==> src/common/pwmot_pkg.sv <==
package pwmot_pkg;

    // ****************************************************************
    // register map (byte offsets, one 32-bit word each)
    // ****************************************************************
    localparam logic [7:0] MODE_OFS = 8'h00;
    localparam logic [7:0] PINST_OFS = 8'h04;
    localparam logic [7:0] CTRL_OFS = 8'h08;
    localparam logic [7:0] CNT_OFS = 8'h0c;
    localparam logic [7:0] RELOAD_OFS = 8'h10;
    localparam logic [7:0] CMPRLD_OFS = 8'h14;
    localparam logic [7:0] CMP_OFS = 8'h18;
    localparam logic [7:0] ISTAT_OFS = 8'h1c;
    localparam logic [7:0] ICLR_OFS = 8'h20;
    localparam logic [7:0] IEN_OFS = 8'h24;

    // ****************************************************************
    // field positions and reset values
    // ****************************************************************
    localparam int CTRL_EN_BIT = 0;
    localparam int CTRL_SWTRIG_BIT = 1;
    localparam int PIN_LEVEL_BIT = 0;
    localparam int EV_TC_BIT = 0;
    localparam int EV_MATCH_BIT = 1;
    localparam int EV_W = 2;
    localparam logic [15:0] MODE_RST = 16'h0000;
    localparam logic [15:0] CNT_RST = 16'h0000;
    localparam logic [15:0] CNT_TOP = 16'hffff;
    localparam logic [15:0] CNT_BOTTOM = 16'h0000;
    localparam logic [6:0] DIV8_MASK = 7'h07;
    localparam logic [6:0] DIV32_MASK = 7'h1f;
    localparam logic [6:0] DIV128_MASK = 7'h7f;

    // ****************************************************************
    // mode encodings
    // ****************************************************************
    localparam logic [1:0] OT_NONE = 2'b00;
    localparam logic [1:0] OT_CMP = 2'b01;
    localparam logic [1:0] OT_TOGGLE = 2'b10;
    localparam logic [1:0] OT_REAL = 2'b11;
    localparam logic [2:0] GT_OFF = 3'b000;
    localparam logic [2:0] GT_RISE = 3'b001;
    localparam logic [2:0] GT_FALL = 3'b010;
    localparam logic [2:0] GT_BOTH = 3'b011;
    localparam logic [2:0] GT_GATE_LO = 3'b110;
    localparam logic [2:0] GT_GATE_HI = 3'b111;
    localparam logic [2:0] CS_PCLK = 3'b000;
    localparam logic [2:0] CS_DIV8 = 3'b001;
    localparam logic [2:0] CS_DIV32 = 3'b010;
    localparam logic [2:0] CS_DIV128 = 3'b011;
    localparam logic [2:0] CS_EXT = 3'b110;

    // mode word, msb first: bit 16 of the map is data bit 15
    typedef struct packed {
        logic timer_kind_select;
        logic terminal_count_repeat_select;
        logic terminal_condition_select;
        logic [1:0] output_type_select;
        logic [2:0] gate_trigger_select;
        logic [2:0] unused;
        logic output_polarity_select;
        logic count_direction_select;
        logic [2:0] count_source_select;
    } pwmot_mode_t;

    typedef struct packed {
        logic [7:0] addr;
        logic [31:0] wdata;
        logic wr;
        logic rd;
    } pwmot_bus_req_t;

    typedef enum logic [1:0] {
        ST_IDLE = 2'b00,
        ST_ARMED = 2'b01,
        ST_COUNT = 2'b11
    } pwmot_state_t;

    // edge of the pin that the gate/trigger field picks
    function automatic logic pwmot_pin_edge(
        input logic [2:0] gts,
        input logic prev,
        input logic cur
    );
        logic hit;
        hit = 1'b0;
        case (gts)
            GT_RISE: hit = cur & ~prev;
            GT_FALL: hit = prev & ~cur;
            GT_BOTH: hit = cur ^ prev;
            default: hit = 1'b0;
        endcase
        return hit;
    endfunction : pwmot_pin_edge

endpackage : pwmot_pkg

==> src/hdl/pwmot_count_src.sv <==
`timescale 1ns/100ps
module pwmot_count_src (
    input wire logic core_clk,
    input wire logic rst_n,
    input wire logic [2:0] count_source_select,
    input wire logic [2:0] gate_trigger_select,
    input wire logic pin_sync,
    output logic tick_q,
    output logic trig_edge_q
);
    import pwmot_pkg::*;

    logic [6:0] div_q;
    logic pin_prev_q;
    logic pin_edge;

    // ****************************************************************
    // prescaler
    // ****************************************************************
    // free-running divider; phase is not reset on a source change
    always_ff @(posedge core_clk or negedge rst_n)
    begin
        if (!rst_n)
            div_q <= 7'h00;
        else
            div_q <= div_q + 7'h01;
    end

    // pin history for edge detection, fed from the second sync stage
    always_ff @(posedge core_clk or negedge rst_n)
    begin
        if (!rst_n)
            pin_prev_q <= 1'b0;
        else
            pin_prev_q <= pin_sync;
    end

    assign pin_edge = pwmot_pin_edge(gate_trigger_select, pin_prev_q,
                                     pin_sync);

    always_ff @(posedge core_clk or negedge rst_n)
    begin
        if (!rst_n)
            tick_q <= 1'b0;
        else
        begin
            case (count_source_select)
                CS_PCLK: tick_q <= 1'b1;
                CS_DIV8: tick_q <= (div_q[2:0] == DIV8_MASK[2:0]);
                CS_DIV32: tick_q <= (div_q[4:0] == DIV32_MASK[4:0]);
                CS_DIV128: tick_q <= (div_q == DIV128_MASK);
                // pin edge chosen by gate/trigger field
                CS_EXT: tick_q <= pin_edge;
                default: tick_q <= 1'b0; // reserved codes: no count
            endcase
        end
    end

    // trigger edge, aligned with the tick path
    always_ff @(posedge core_clk or negedge rst_n)
    begin
        if (!rst_n)
            trig_edge_q <= 1'b0;
        else
            trig_edge_q <= pin_edge;
    end

endmodule : pwmot_count_src

==> src/hdl/pwmot_timer.sv <==
// Summary of operation
// - timer select 1 makes output timer
// - bit 17 picks repeat or single count
// - terminal at 0000/ffff or by compare
// - output type 01 drives compare waveform
// - gate/trigger field decodes edges and gates
// - bit 27 inverts output polarity
// - bit 28 picks down or up count
// - source is pclk divided or pin
// - irq and dma at tick after terminal
// - 16-bit counter, reload, compare, compare reload
// - one-shot clears enable unless trigger mode
// - one-shot pulse started by software or pin
// - up count gives delayed output assertion
// - pwm reloads count and compare each period
// - other output codes none, toggle, port
//
// The implementer's own choices: the strobed register port and the address map.
`timescale 1ns/100ps
module pwmot_timer (
    input wire logic core_clk,
    input wire logic rst_n,
    input wire pwmot_pkg::pwmot_bus_req_t bus_req,
    output logic [31:0] rdata_q,
    input wire logic trigger_count_input_pin,
    output logic waveform_output_pin_o_q,
    output logic waveform_output_pin_oe_q,
    output logic irq_q,
    output logic dma_req_q
);
    import pwmot_pkg::*;

    // ****************************************************************
    // declarations
    // ****************************************************************
    pwmot_mode_t mode_q;
    pwmot_state_t state_q, state_d;
    logic pin_s1_q, pin_s2_q, en_q, swtrig;
    logic [15:0] cnt_q, reload_q, cmp_q, cmp_reload_q;
    logic pin_level_q, level_q;
    logic [EV_W-1:0] istat_q, ien_q, ev;
    logic tick, trig_edge, trig_mode, gate_ok, count_tick;
    logic tc_now, match_now, expire, start, hw_disable;
    logic wr_mode, wr_pin, wr_ctrl, wr_cnt;

    // ****************************************************************
    // pin input synchroniser
    // ****************************************************************
    // the first stage feeds only the second one
    always_ff @(posedge core_clk or negedge rst_n)
    begin
        if (!rst_n)
        begin
            pin_s1_q <= 1'b0;
            pin_s2_q <= 1'b0;
        end
        else
        begin
            pin_s1_q <= trigger_count_input_pin;
            pin_s2_q <= pin_s1_q;
        end
    end

    // pin sampled at pclk, so edges faster than pclk/2 are lost
    pwmot_count_src u_count_src (
        .core_clk (core_clk),
        .rst_n (rst_n),
        .count_source_select (mode_q.count_source_select),
        .gate_trigger_select (mode_q.gate_trigger_select),
        .pin_sync (pin_s2_q),
        .tick_q (tick),
        .trig_edge_q (trig_edge)
    );

    // ****************************************************************
    // write decode
    // ****************************************************************
    assign wr_mode = bus_req.wr && (bus_req.addr == MODE_OFS);
    assign wr_pin = bus_req.wr && (bus_req.addr == PINST_OFS);
    assign wr_ctrl = bus_req.wr && (bus_req.addr == CTRL_OFS);
    assign wr_cnt = bus_req.wr && (bus_req.addr == CNT_OFS);
    assign swtrig = wr_ctrl && bus_req.wdata[CTRL_SWTRIG_BIT];
    // mode register; reserved bits are held at zero
    always_ff @(posedge core_clk or negedge rst_n)
    begin
        if (!rst_n)
            mode_q <= MODE_RST;
        else if (wr_mode)
        begin
            mode_q <= bus_req.wdata[15:0];
            mode_q.unused <= 3'b000;
        end
    end
    always_ff @(posedge core_clk or negedge rst_n)
    begin
        if (!rst_n)
        begin
            reload_q <= CNT_RST;
            cmp_reload_q <= CNT_RST;
        end
        else if (bus_req.wr)
        begin
            if (bus_req.addr == RELOAD_OFS)
                reload_q <= bus_req.wdata[15:0];
            if (bus_req.addr == CMPRLD_OFS)
                cmp_reload_q <= bus_req.wdata[15:0];
        end
    end
    // interrupt enable register
    always_ff @(posedge core_clk or negedge rst_n)
    begin
        if (!rst_n)
            ien_q <= '0;
        else if (bus_req.wr && (bus_req.addr == IEN_OFS))
            ien_q <= bus_req.wdata[EV_W-1:0];
    end

    // ****************************************************************
    // gate, trigger and tick qualification
    // ****************************************************************
    // trigger codes start the count, gate codes hold it
    // with the pin as count source the field picks the edge instead
    assign trig_mode = (mode_q.count_source_select != CS_EXT) &&
        ((mode_q.gate_trigger_select == GT_RISE) ||
         (mode_q.gate_trigger_select == GT_FALL) ||
         (mode_q.gate_trigger_select == GT_BOTH));
    always_comb
    begin
        gate_ok = 1'b1;
        if (mode_q.count_source_select != CS_EXT)
            case (mode_q.gate_trigger_select)
                GT_GATE_LO: gate_ok = ~pin_s2_q;
                GT_GATE_HI: gate_ok = pin_s2_q;
                default: gate_ok = 1'b1;
            endcase
    end
    // only an output timer counts here
    assign count_tick = tick && gate_ok && (state_q == ST_COUNT) &&
        en_q && mode_q.timer_kind_select;
    // terminal condition on the present count
    always_comb
    begin
        if (!mode_q.terminal_condition_select)
            tc_now = mode_q.count_direction_select ?
                (cnt_q == CNT_TOP) : (cnt_q == CNT_BOTTOM);
        else if (mode_q.count_direction_select)
            tc_now = (cnt_q >= cmp_q);
        else
            tc_now = (cnt_q < cmp_q);
    end

    assign match_now = (cnt_q == cmp_q);
    // terminal takes effect at the following source edge
    assign expire = count_tick && tc_now;
    // hardware clears enable after a one-shot, not in trigger mode
    assign hw_disable = expire && mode_q.terminal_count_repeat_select &&
        !trig_mode;

    // ****************************************************************
    // enable bit and run state
    // ****************************************************************
    // a software write wins over the hardware clear in one cycle
    always_ff @(posedge core_clk or negedge rst_n)
    begin
        if (!rst_n)
            en_q <= 1'b0;
        else if (wr_ctrl)
            en_q <= bus_req.wdata[CTRL_EN_BIT];
        else if (hw_disable)
            en_q <= 1'b0;
    end

    // start by enable, software trigger or pin edge
    always_comb
    begin
        state_d = state_q;
        case (state_q)
            ST_IDLE:
                if (en_q && mode_q.timer_kind_select)
                    state_d = trig_mode ? ST_ARMED : ST_COUNT;
            ST_ARMED:
                if (!en_q)
                    state_d = ST_IDLE;
                else if (trig_edge || swtrig)
                    state_d = ST_COUNT;
            ST_COUNT:
                if (!en_q)
                    state_d = ST_IDLE;
                else if (expire && mode_q.terminal_count_repeat_select)
                    state_d = trig_mode ? ST_ARMED : ST_IDLE;
            default: state_d = ST_IDLE;
        endcase
    end
    always_ff @(posedge core_clk or negedge rst_n)
    begin
        if (!rst_n)
            state_q <= ST_IDLE;
        else
            state_q <= state_d;
    end
    assign start = (state_d == ST_COUNT) && (state_q != ST_COUNT);

    // ****************************************************************
    // counter and compare
    // ****************************************************************
    // 16-bit counter, loaded from reload at start and period end
    always_ff @(posedge core_clk or negedge rst_n)
    begin
        if (!rst_n)
            cnt_q <= CNT_RST;
        else if (wr_cnt)
            cnt_q <= bus_req.wdata[15:0];
        else if (start)
            cnt_q <= reload_q;
        else if (expire)
            cnt_q <= reload_q;
        else if (count_tick)
            if (mode_q.count_direction_select)
                cnt_q <= cnt_q + 16'h0001;
            else
                cnt_q <= cnt_q - 16'h0001;
    end

    // compare taken from its reload register each period
    always_ff @(posedge core_clk or negedge rst_n)
    begin
        if (!rst_n)
            cmp_q <= CNT_RST;
        else if (start || expire)
            cmp_q <= cmp_reload_q;
    end

    // ****************************************************************
    // waveform level
    // ****************************************************************
    // software value of the pin status bit, used by real port output
    always_ff @(posedge core_clk or negedge rst_n)
    begin
        if (!rst_n)
            pin_level_q <= 1'b0;
        else if (wr_pin)
            pin_level_q <= bus_req.wdata[PIN_LEVEL_BIT];
    end

    // writing the status bit forces the level
    always_ff @(posedge core_clk or negedge rst_n)
    begin
        if (!rst_n)
            level_q <= 1'b0;
        else if (wr_pin)
            level_q <= bus_req.wdata[PIN_LEVEL_BIT];
        else if (count_tick)
            case (mode_q.output_type_select)
                OT_CMP:
                    // back at terminal, set on match
                    if (expire)
                        level_q <= 1'b0;
                    // up count with compare delays the rise
                    else if (match_now)
                        level_q <= 1'b1;
                OT_TOGGLE:
                    if (expire)
                        level_q <= ~level_q;
                OT_REAL:
                    if (expire)
                        level_q <= pin_level_q;
                default: level_q <= level_q;
            endcase
    end

    // pin drive; a stop mid-count leaves the last level standing
    always_ff @(posedge core_clk or negedge rst_n)
    begin
        if (!rst_n)
        begin
            waveform_output_pin_o_q <= 1'b0;
            waveform_output_pin_oe_q <= 1'b0;
        end
        else
        begin
            // polarity, not applied to real port data
            if (mode_q.output_type_select == OT_REAL)
                waveform_output_pin_o_q <= level_q;
            else
                waveform_output_pin_o_q <= level_q ^
                    mode_q.output_polarity_select;
            // code 00 leaves the pin undriven
            waveform_output_pin_oe_q <= mode_q.timer_kind_select &&
                (mode_q.output_type_select != OT_NONE);
        end
    end

    // ****************************************************************
    // events, interrupt and dma
    // ****************************************************************
    assign ev[EV_TC_BIT] = expire;
    assign ev[EV_MATCH_BIT] = count_tick && match_now && !expire;
    // sticky status; a new event beats a clear in the same cycle
    always_ff @(posedge core_clk or negedge rst_n)
    begin
        if (!rst_n)
            istat_q <= '0;
        else if (bus_req.wr && (bus_req.addr == ICLR_OFS))
            istat_q <= (istat_q & ~bus_req.wdata[EV_W-1:0]) | ev;
        else
            istat_q <= istat_q | ev;
    end
    // interrupt level and one-cycle dma request
    always_ff @(posedge core_clk or negedge rst_n)
    begin
        if (!rst_n)
        begin
            irq_q <= 1'b0;
            dma_req_q <= 1'b0;
        end
        else
        begin
            irq_q <= |(istat_q & ien_q);
            dma_req_q <= expire;
        end
    end

    // ****************************************************************
    // read port
    // ****************************************************************
    // data one cycle after the strobe, zero for unmapped addresses
    always_ff @(posedge core_clk or negedge rst_n)
    begin
        if (!rst_n)
            rdata_q <= 32'h0000_0000;
        else if (bus_req.rd)
        begin
            case (bus_req.addr)
                MODE_OFS: rdata_q <= {16'h0000, mode_q};
                PINST_OFS: rdata_q <= {31'h0, level_q};
                CTRL_OFS: rdata_q <= {31'h0, en_q};
                CNT_OFS: rdata_q <= {16'h0000, cnt_q};
                RELOAD_OFS: rdata_q <= {16'h0000, reload_q};
                CMPRLD_OFS: rdata_q <= {16'h0000, cmp_reload_q};
                CMP_OFS: rdata_q <= {16'h0000, cmp_q};
                ISTAT_OFS: rdata_q <= {30'h0, istat_q};
                IEN_OFS: rdata_q <= {30'h0, ien_q};
                default: rdata_q <= 32'h0000_0000;
            endcase
        end
        else
            rdata_q <= 32'h0000_0000;
    end

endmodule : pwmot_timer

==> config.mk <==
export PLATFORM = sky130hd
export DESIGN_NAME = pwmot_timer
export DESIGN_NICKNAME = d
export VERILOG_FILES = /design/src/common/pwmot_pkg.sv /design/src/hdl/pwmot_count_src.sv /design/src/hdl/pwmot_timer.sv
export SDC_FILE = /design/constraint.sdc
export NUM_CORES = 1
export LEC_CHECK = 0
export ABC_AREA = 1
export BUFFER_PORTS_ARGS = -buffer_cell sky130_fd_sc_hd__buf_2
export CORE_ASPECT_RATIO = 1.4
export CORE_UTILIZATION = 59
export DETAILED_ROUTE_END_ITERATION = 6
export GPL_TIMING_DRIVEN = 0
export PLACE_DENSITY = 0.9
export SYNTH_ARGS = -nofsm -noshare
export SYNTH_HDL_FRONTEND = slang
export SYNTH_SLANG_ARGS = --single-unit
==> constraint.sdc <==
create_clock -name core_clk -period 2.45 [get_ports core_clk]
set_clock_uncertainty 0.1 [all_clocks]
set_input_delay 0.1225 -clock core_clk [delete_from_list [all_inputs] [get_ports core_clk]]
set_output_delay 0.1225 -clock core_clk [all_outputs]
set_load 0.05 [all_outputs]
==> flow_results.org <==
** Route
- Antenna Violating Nets Remaining :: 0
- For this run, design rule violations remaining after detail routing come to 6.
- Detailed-route via count :: 7130
- Routed len/inst :: 19.6 um
- The first routing iteration left 925 violations.
- Number of optimization iterations in the first detailed-route pass :: 7
- Via-to-Cell Ratio :: 6.18
- The routed design has 22.7 mm of wire.

** Timing
- Final hold analysis gives a worst-case slack of 14.7 ps.
- For the pin with the worst max-slew slack, the measured transition is 1220 ps.
- Of the available clock period, the critical path in the final layout requires 106%.
- Worst Setup Slack, final :: -152 ps
- Setup repair after global routing could not meet its margin everywhere.
- Measured against its own limit, the worst slew margin works out to 18.5%.
- The final count of hold timing violations came to 0.
- Final setup fails :: 39
- The routed design could run at a clock period as short as 2600 ps.
- For this run, the top clock speed supported by timing is 0.384 GHz.
- The final count of pins violating max slew is 0.

** Floorplanning
- FP Rows :: 46
- Top Ports :: 81
- Placeable core region :: 0.0113 mm2
- In this run the vertical extent of the chip is 130 um.
- The floorplan step defined a die boundary enclosing 0.0121 mm2.
- Initial standard-cell utilization of the core :: 60.7%
- Die span in x :: 93.3 um

** Place
- Routability-driven placement finished with a final weighted congestion of 0.972.
- After legalization and detailed placement, the total HPWL measured 14.8 mm.
- Port buffering added 48 buffers.
- The placed instances occupy a cell area of 0.00740 mm2.
- Before CTS, the worst setup slack after placement is -293 ps.

** Yosys
- Yosys printed 0 warnings.
- Complex-gate fraction of the synthesized area :: 14.0%
- In the synthesized netlist, the number of instances is 877.
- Cell Area, Synth :: 0.00689 mm2
- Combinational family with the most area after synthesis :: simple AND/OR/NAND/NOR gates
- Summing the areas of all fa, ha and maj instances in the mapped netlist gives 6.65% of the synthesized area.
- Summing the areas of all and, or, nand and nor instances in the mapped netlist gives 24.5% of the synthesized area.
- The synthesized netlist devotes 2.03% of its cell area to XOR and XNOR gates.
- The synthesized design contains 118 register bits.
- Count of distinct cell types in the synthesized netlist :: 45
- In this run the mean area of a mapped cell was 7.85 um2.
- In the synthesized netlist the dominant register cell turns out to be sky130_fd_sc_hd__dfrtp_1.
- The share of the Yosys chip area taken by registers is 42.9%.
- Measured against the total synthesized area, the mux share comes to 0%.
- Fraction of registers with async set or reset after synthesis :: 100%
- Number of flops mapped to enable cells by yosys :: 0

** Finish
- After the last flow step, the layout net total stands at 1078.
- Share of layout cells above drive strength 1 :: 19.3%
- Number of diodes :: 0
- After routing the design area is 0.00853 mm2.
- In the final layout, the multi-input gates occupy 0.00345 mm2.
- Final core utilization :: 75.2%
- Fillcell total :: 771
- Relative to the synthesized area, the layout overhead comes to 23.9%.
- In the final layout, flip-flops and latches occupy 0.00297 mm2.

** Power and ir drop
- For this design the ratio of total power to cell area is 669 mW/mm2.
- Peak supply drop :: 0.000629 V
- Static leakage :: 4.09 nW

** GRT
- Global routing consumed, over all layers together, 36.6% of the routing resources.
- The number of antenna violations at the first check in global routing came to 1.
- Entering global routing, the biggest net connects 66 pins.
- Wire length of the first global-routing pass :: 32.8 mm
- After global routing the overflow that remains totals 0.
- Via count of the first global-routing pass :: 6681

** Critical path
- On the worst path, the slowest cell contributes a delay of 360 ps.
- At the worst endpoint, the required time is 2670 ps.
- Among the stages of the critical path, the cell type that occurs most often is sky130_fd_sc_hd__nand2_1.
- Data on the critical path arrives at its endpoint at 2820 ps.
- The worst setup path is captured at a flop.
- Classification of the worst setup path :: reg -> reg
- For flop-to-flop paths, the worst setup slack is -150 ps.
- Maximum fanout along the worst path :: 10
- The largest individual stage delay along the critical path comes from the cell sky130_fd_sc_hd__dfrtp_1.
- Traced cell by cell, the critical path runs through inv_1 > ha_4 > nand2_2 > inv_1 > nand2_1 > nand2_1 > nand2_1 > nand2_1 > nand2_1 > nand2_1 > nand2_1 > nand3_1 > nand2_2 > nand2_4 > buf_6 > buf_8 > o21ai_1.
- Category of the worst setup path launch point :: flop

** CTS
- Number of clock sinks :: 118
- Clk_lat worst skew :: 420 ps
- After clock tree synthesis, the clock-pin slew on the worst setup and hold paths is 50 ps.
- Clock tree from TritonCTS :: yes
- Count of H-tree levels built during CTS :: 4
- TritonCTS created 17 clock buffers.
- Clk Tree Root Cell :: sky130_fd_sc_hd__clkbuf_16
- Number of buffers on the longest clock path :: 2

** Min path
- Hold Path Class :: in -> reg

** Run status
- The flow ran to the end, but the final reports show violations.
- The checks that failed: DRC, setup timing.

** Run
- Across the run, the number of max-cap violations was 0.
==> cells in the final DEF, fill, tap and decap left out, drive strengths merged, types with 5 or more instances in the layout <==
| cell type | n |
|---|---|
| a21oi | 36 |
| a221oi | 11 |
| buf | 97 |
| clkbuf | 33 |
| clkinv | 7 |
| conb | 16 |
| dfrtp | 118 |
| dlygate4sd3 | 20 |
| ha | 35 |
| inv | 108 |
| nand2 | 236 |
| nand3 | 79 |
| nand4 | 8 |
| nor2 | 48 |
| nor3 | 6 |
| o21ai | 96 |
| o22ai | 8 |
| o31ai | 5 |
| xnor2 | 5 |
| xor2 | 11 |
==> final cells by class <==
cell class	instances	share of cell area, %
inverter	111	4.94
buffer	41	3.48
clock buffer	23	5.72
clock inverter	9	1.44
timing repair buffer	86	7.05
tap	144	2.11
sequential	118	34.8
multi-input combinational	622	40.5
==> metrics by stage <==
stage          setup TNS, ps  power (mW)  instances
2_1_floorplan              0        2.73        892
3_3_place_gp          -32470        2.97       1084
3_5_place_dp           -2640        3.00       1085
4_1_cts                    0        5.58       1140
5_1_grt                -6220        5.89       1154
6_report               -2380        5.71       1154
==> cell usage after synthesis, drive strengths merged (4+ instances only) <==
library cell | n | share of area (%)
buf | 31 | 3.2
ha | 35 | 6.4
nor3 | 6 | 0.44
o21ai | 96 | 7.0
a221oi | 11 | 1.4
nand4 | 8 | 0.82
o31ai | 5 | 0.62
dfrtp | 118 | 43
a211oi | 4 | 0.44
nand2 | 236 | 13
xnor2 | 5 | 0.64
inv | 109 | 5.9
clkbuf | 10 | 0.55
a21oi | 36 | 2.7
xor2 | 11 | 1.4
o211ai | 4 | 0.51
nor4 | 4 | 0.58
nor2 | 48 | 2.8
o22ai | 8 | 0.73
nand3 | 79 | 6.5
==> repair_timing <==
item | CTS | global route
hold buffers | 20 | 0
gates cloned | 0 | 1
hold endpoints to repair | 109 | 0
setup endpoints to repair | 28 | 35
setup buffers | 3 | 13
gates resized for setup | 11 | 42
pin swaps | 0 | 1
==> per-layer routing <==
metal | GRT usage, % | routed length (um) | vias up
met5 | 0 | 0 | -
met4 | 28.5 | 2240 | 0
met3 | 8.51 | 2230 | 213
met2 | 61.4 | 10600 | 552
met1 | 39.9 | 7580 | 3272
li1 | - | - | 3093
==> flip-flops by register name, summed over array words and instances, names as in the netlist, 7 cells and up <==
register           cells
u_count_src.div_q      7
cmp_q                 16
mode_q                13
cnt_q                 16
cmp_reload_q          16
rdata_q               16
reload_q              16
==> critical path: cells and delay by family (launching register included) <==
| family | cells | cell delay, ps |
|---|---|---|
| flip-flops | 1 | 360 |
| AO/OA/AOI/OAI | 1 | 230 |
| adder cells (fa/ha/maj) | 1 | 230 |
| AND/OR/NAND/NOR | 11 | 1060 |
| buffers and inverters | 4 | 520 |
==> report_power, final <==
group | switching, mW | internal (mW)
logic | 0.601 | 0.377
registers | 0.115 | 2.04
clock network | 0.884 | 1.70
==> kinds of logic after synthesis <==
logic type,Yosys count
other,1
adders and majority gates,36
buffers and inverters,152
AOI/OAI and AO/OA,170
DFF,118
xor gates and xnor gates,16
and+or+nand+nor,384
==> worst paths after layout <==
| path | from | endpoint | depth (start not counted) |
|---|---|---|---|
| setup reg to reg | cmp_q[2] | cmp_q[2] | 17 |
| hold / removal | bus_req[36] | rdata_q[1] | 4 |
| hold reg to reg | pin_s1_q | pin_s2_q | 0 |
| setup / recovery | cmp_q[2] | cmp_q[2] | 17 |
| min in group asynchronous | rst_n | cnt_q[3] | 2 |
| max in group asynchronous | rst_n | mode_q[3] | 3 |
No activity file was read; power rests on OpenSTA's default activity.
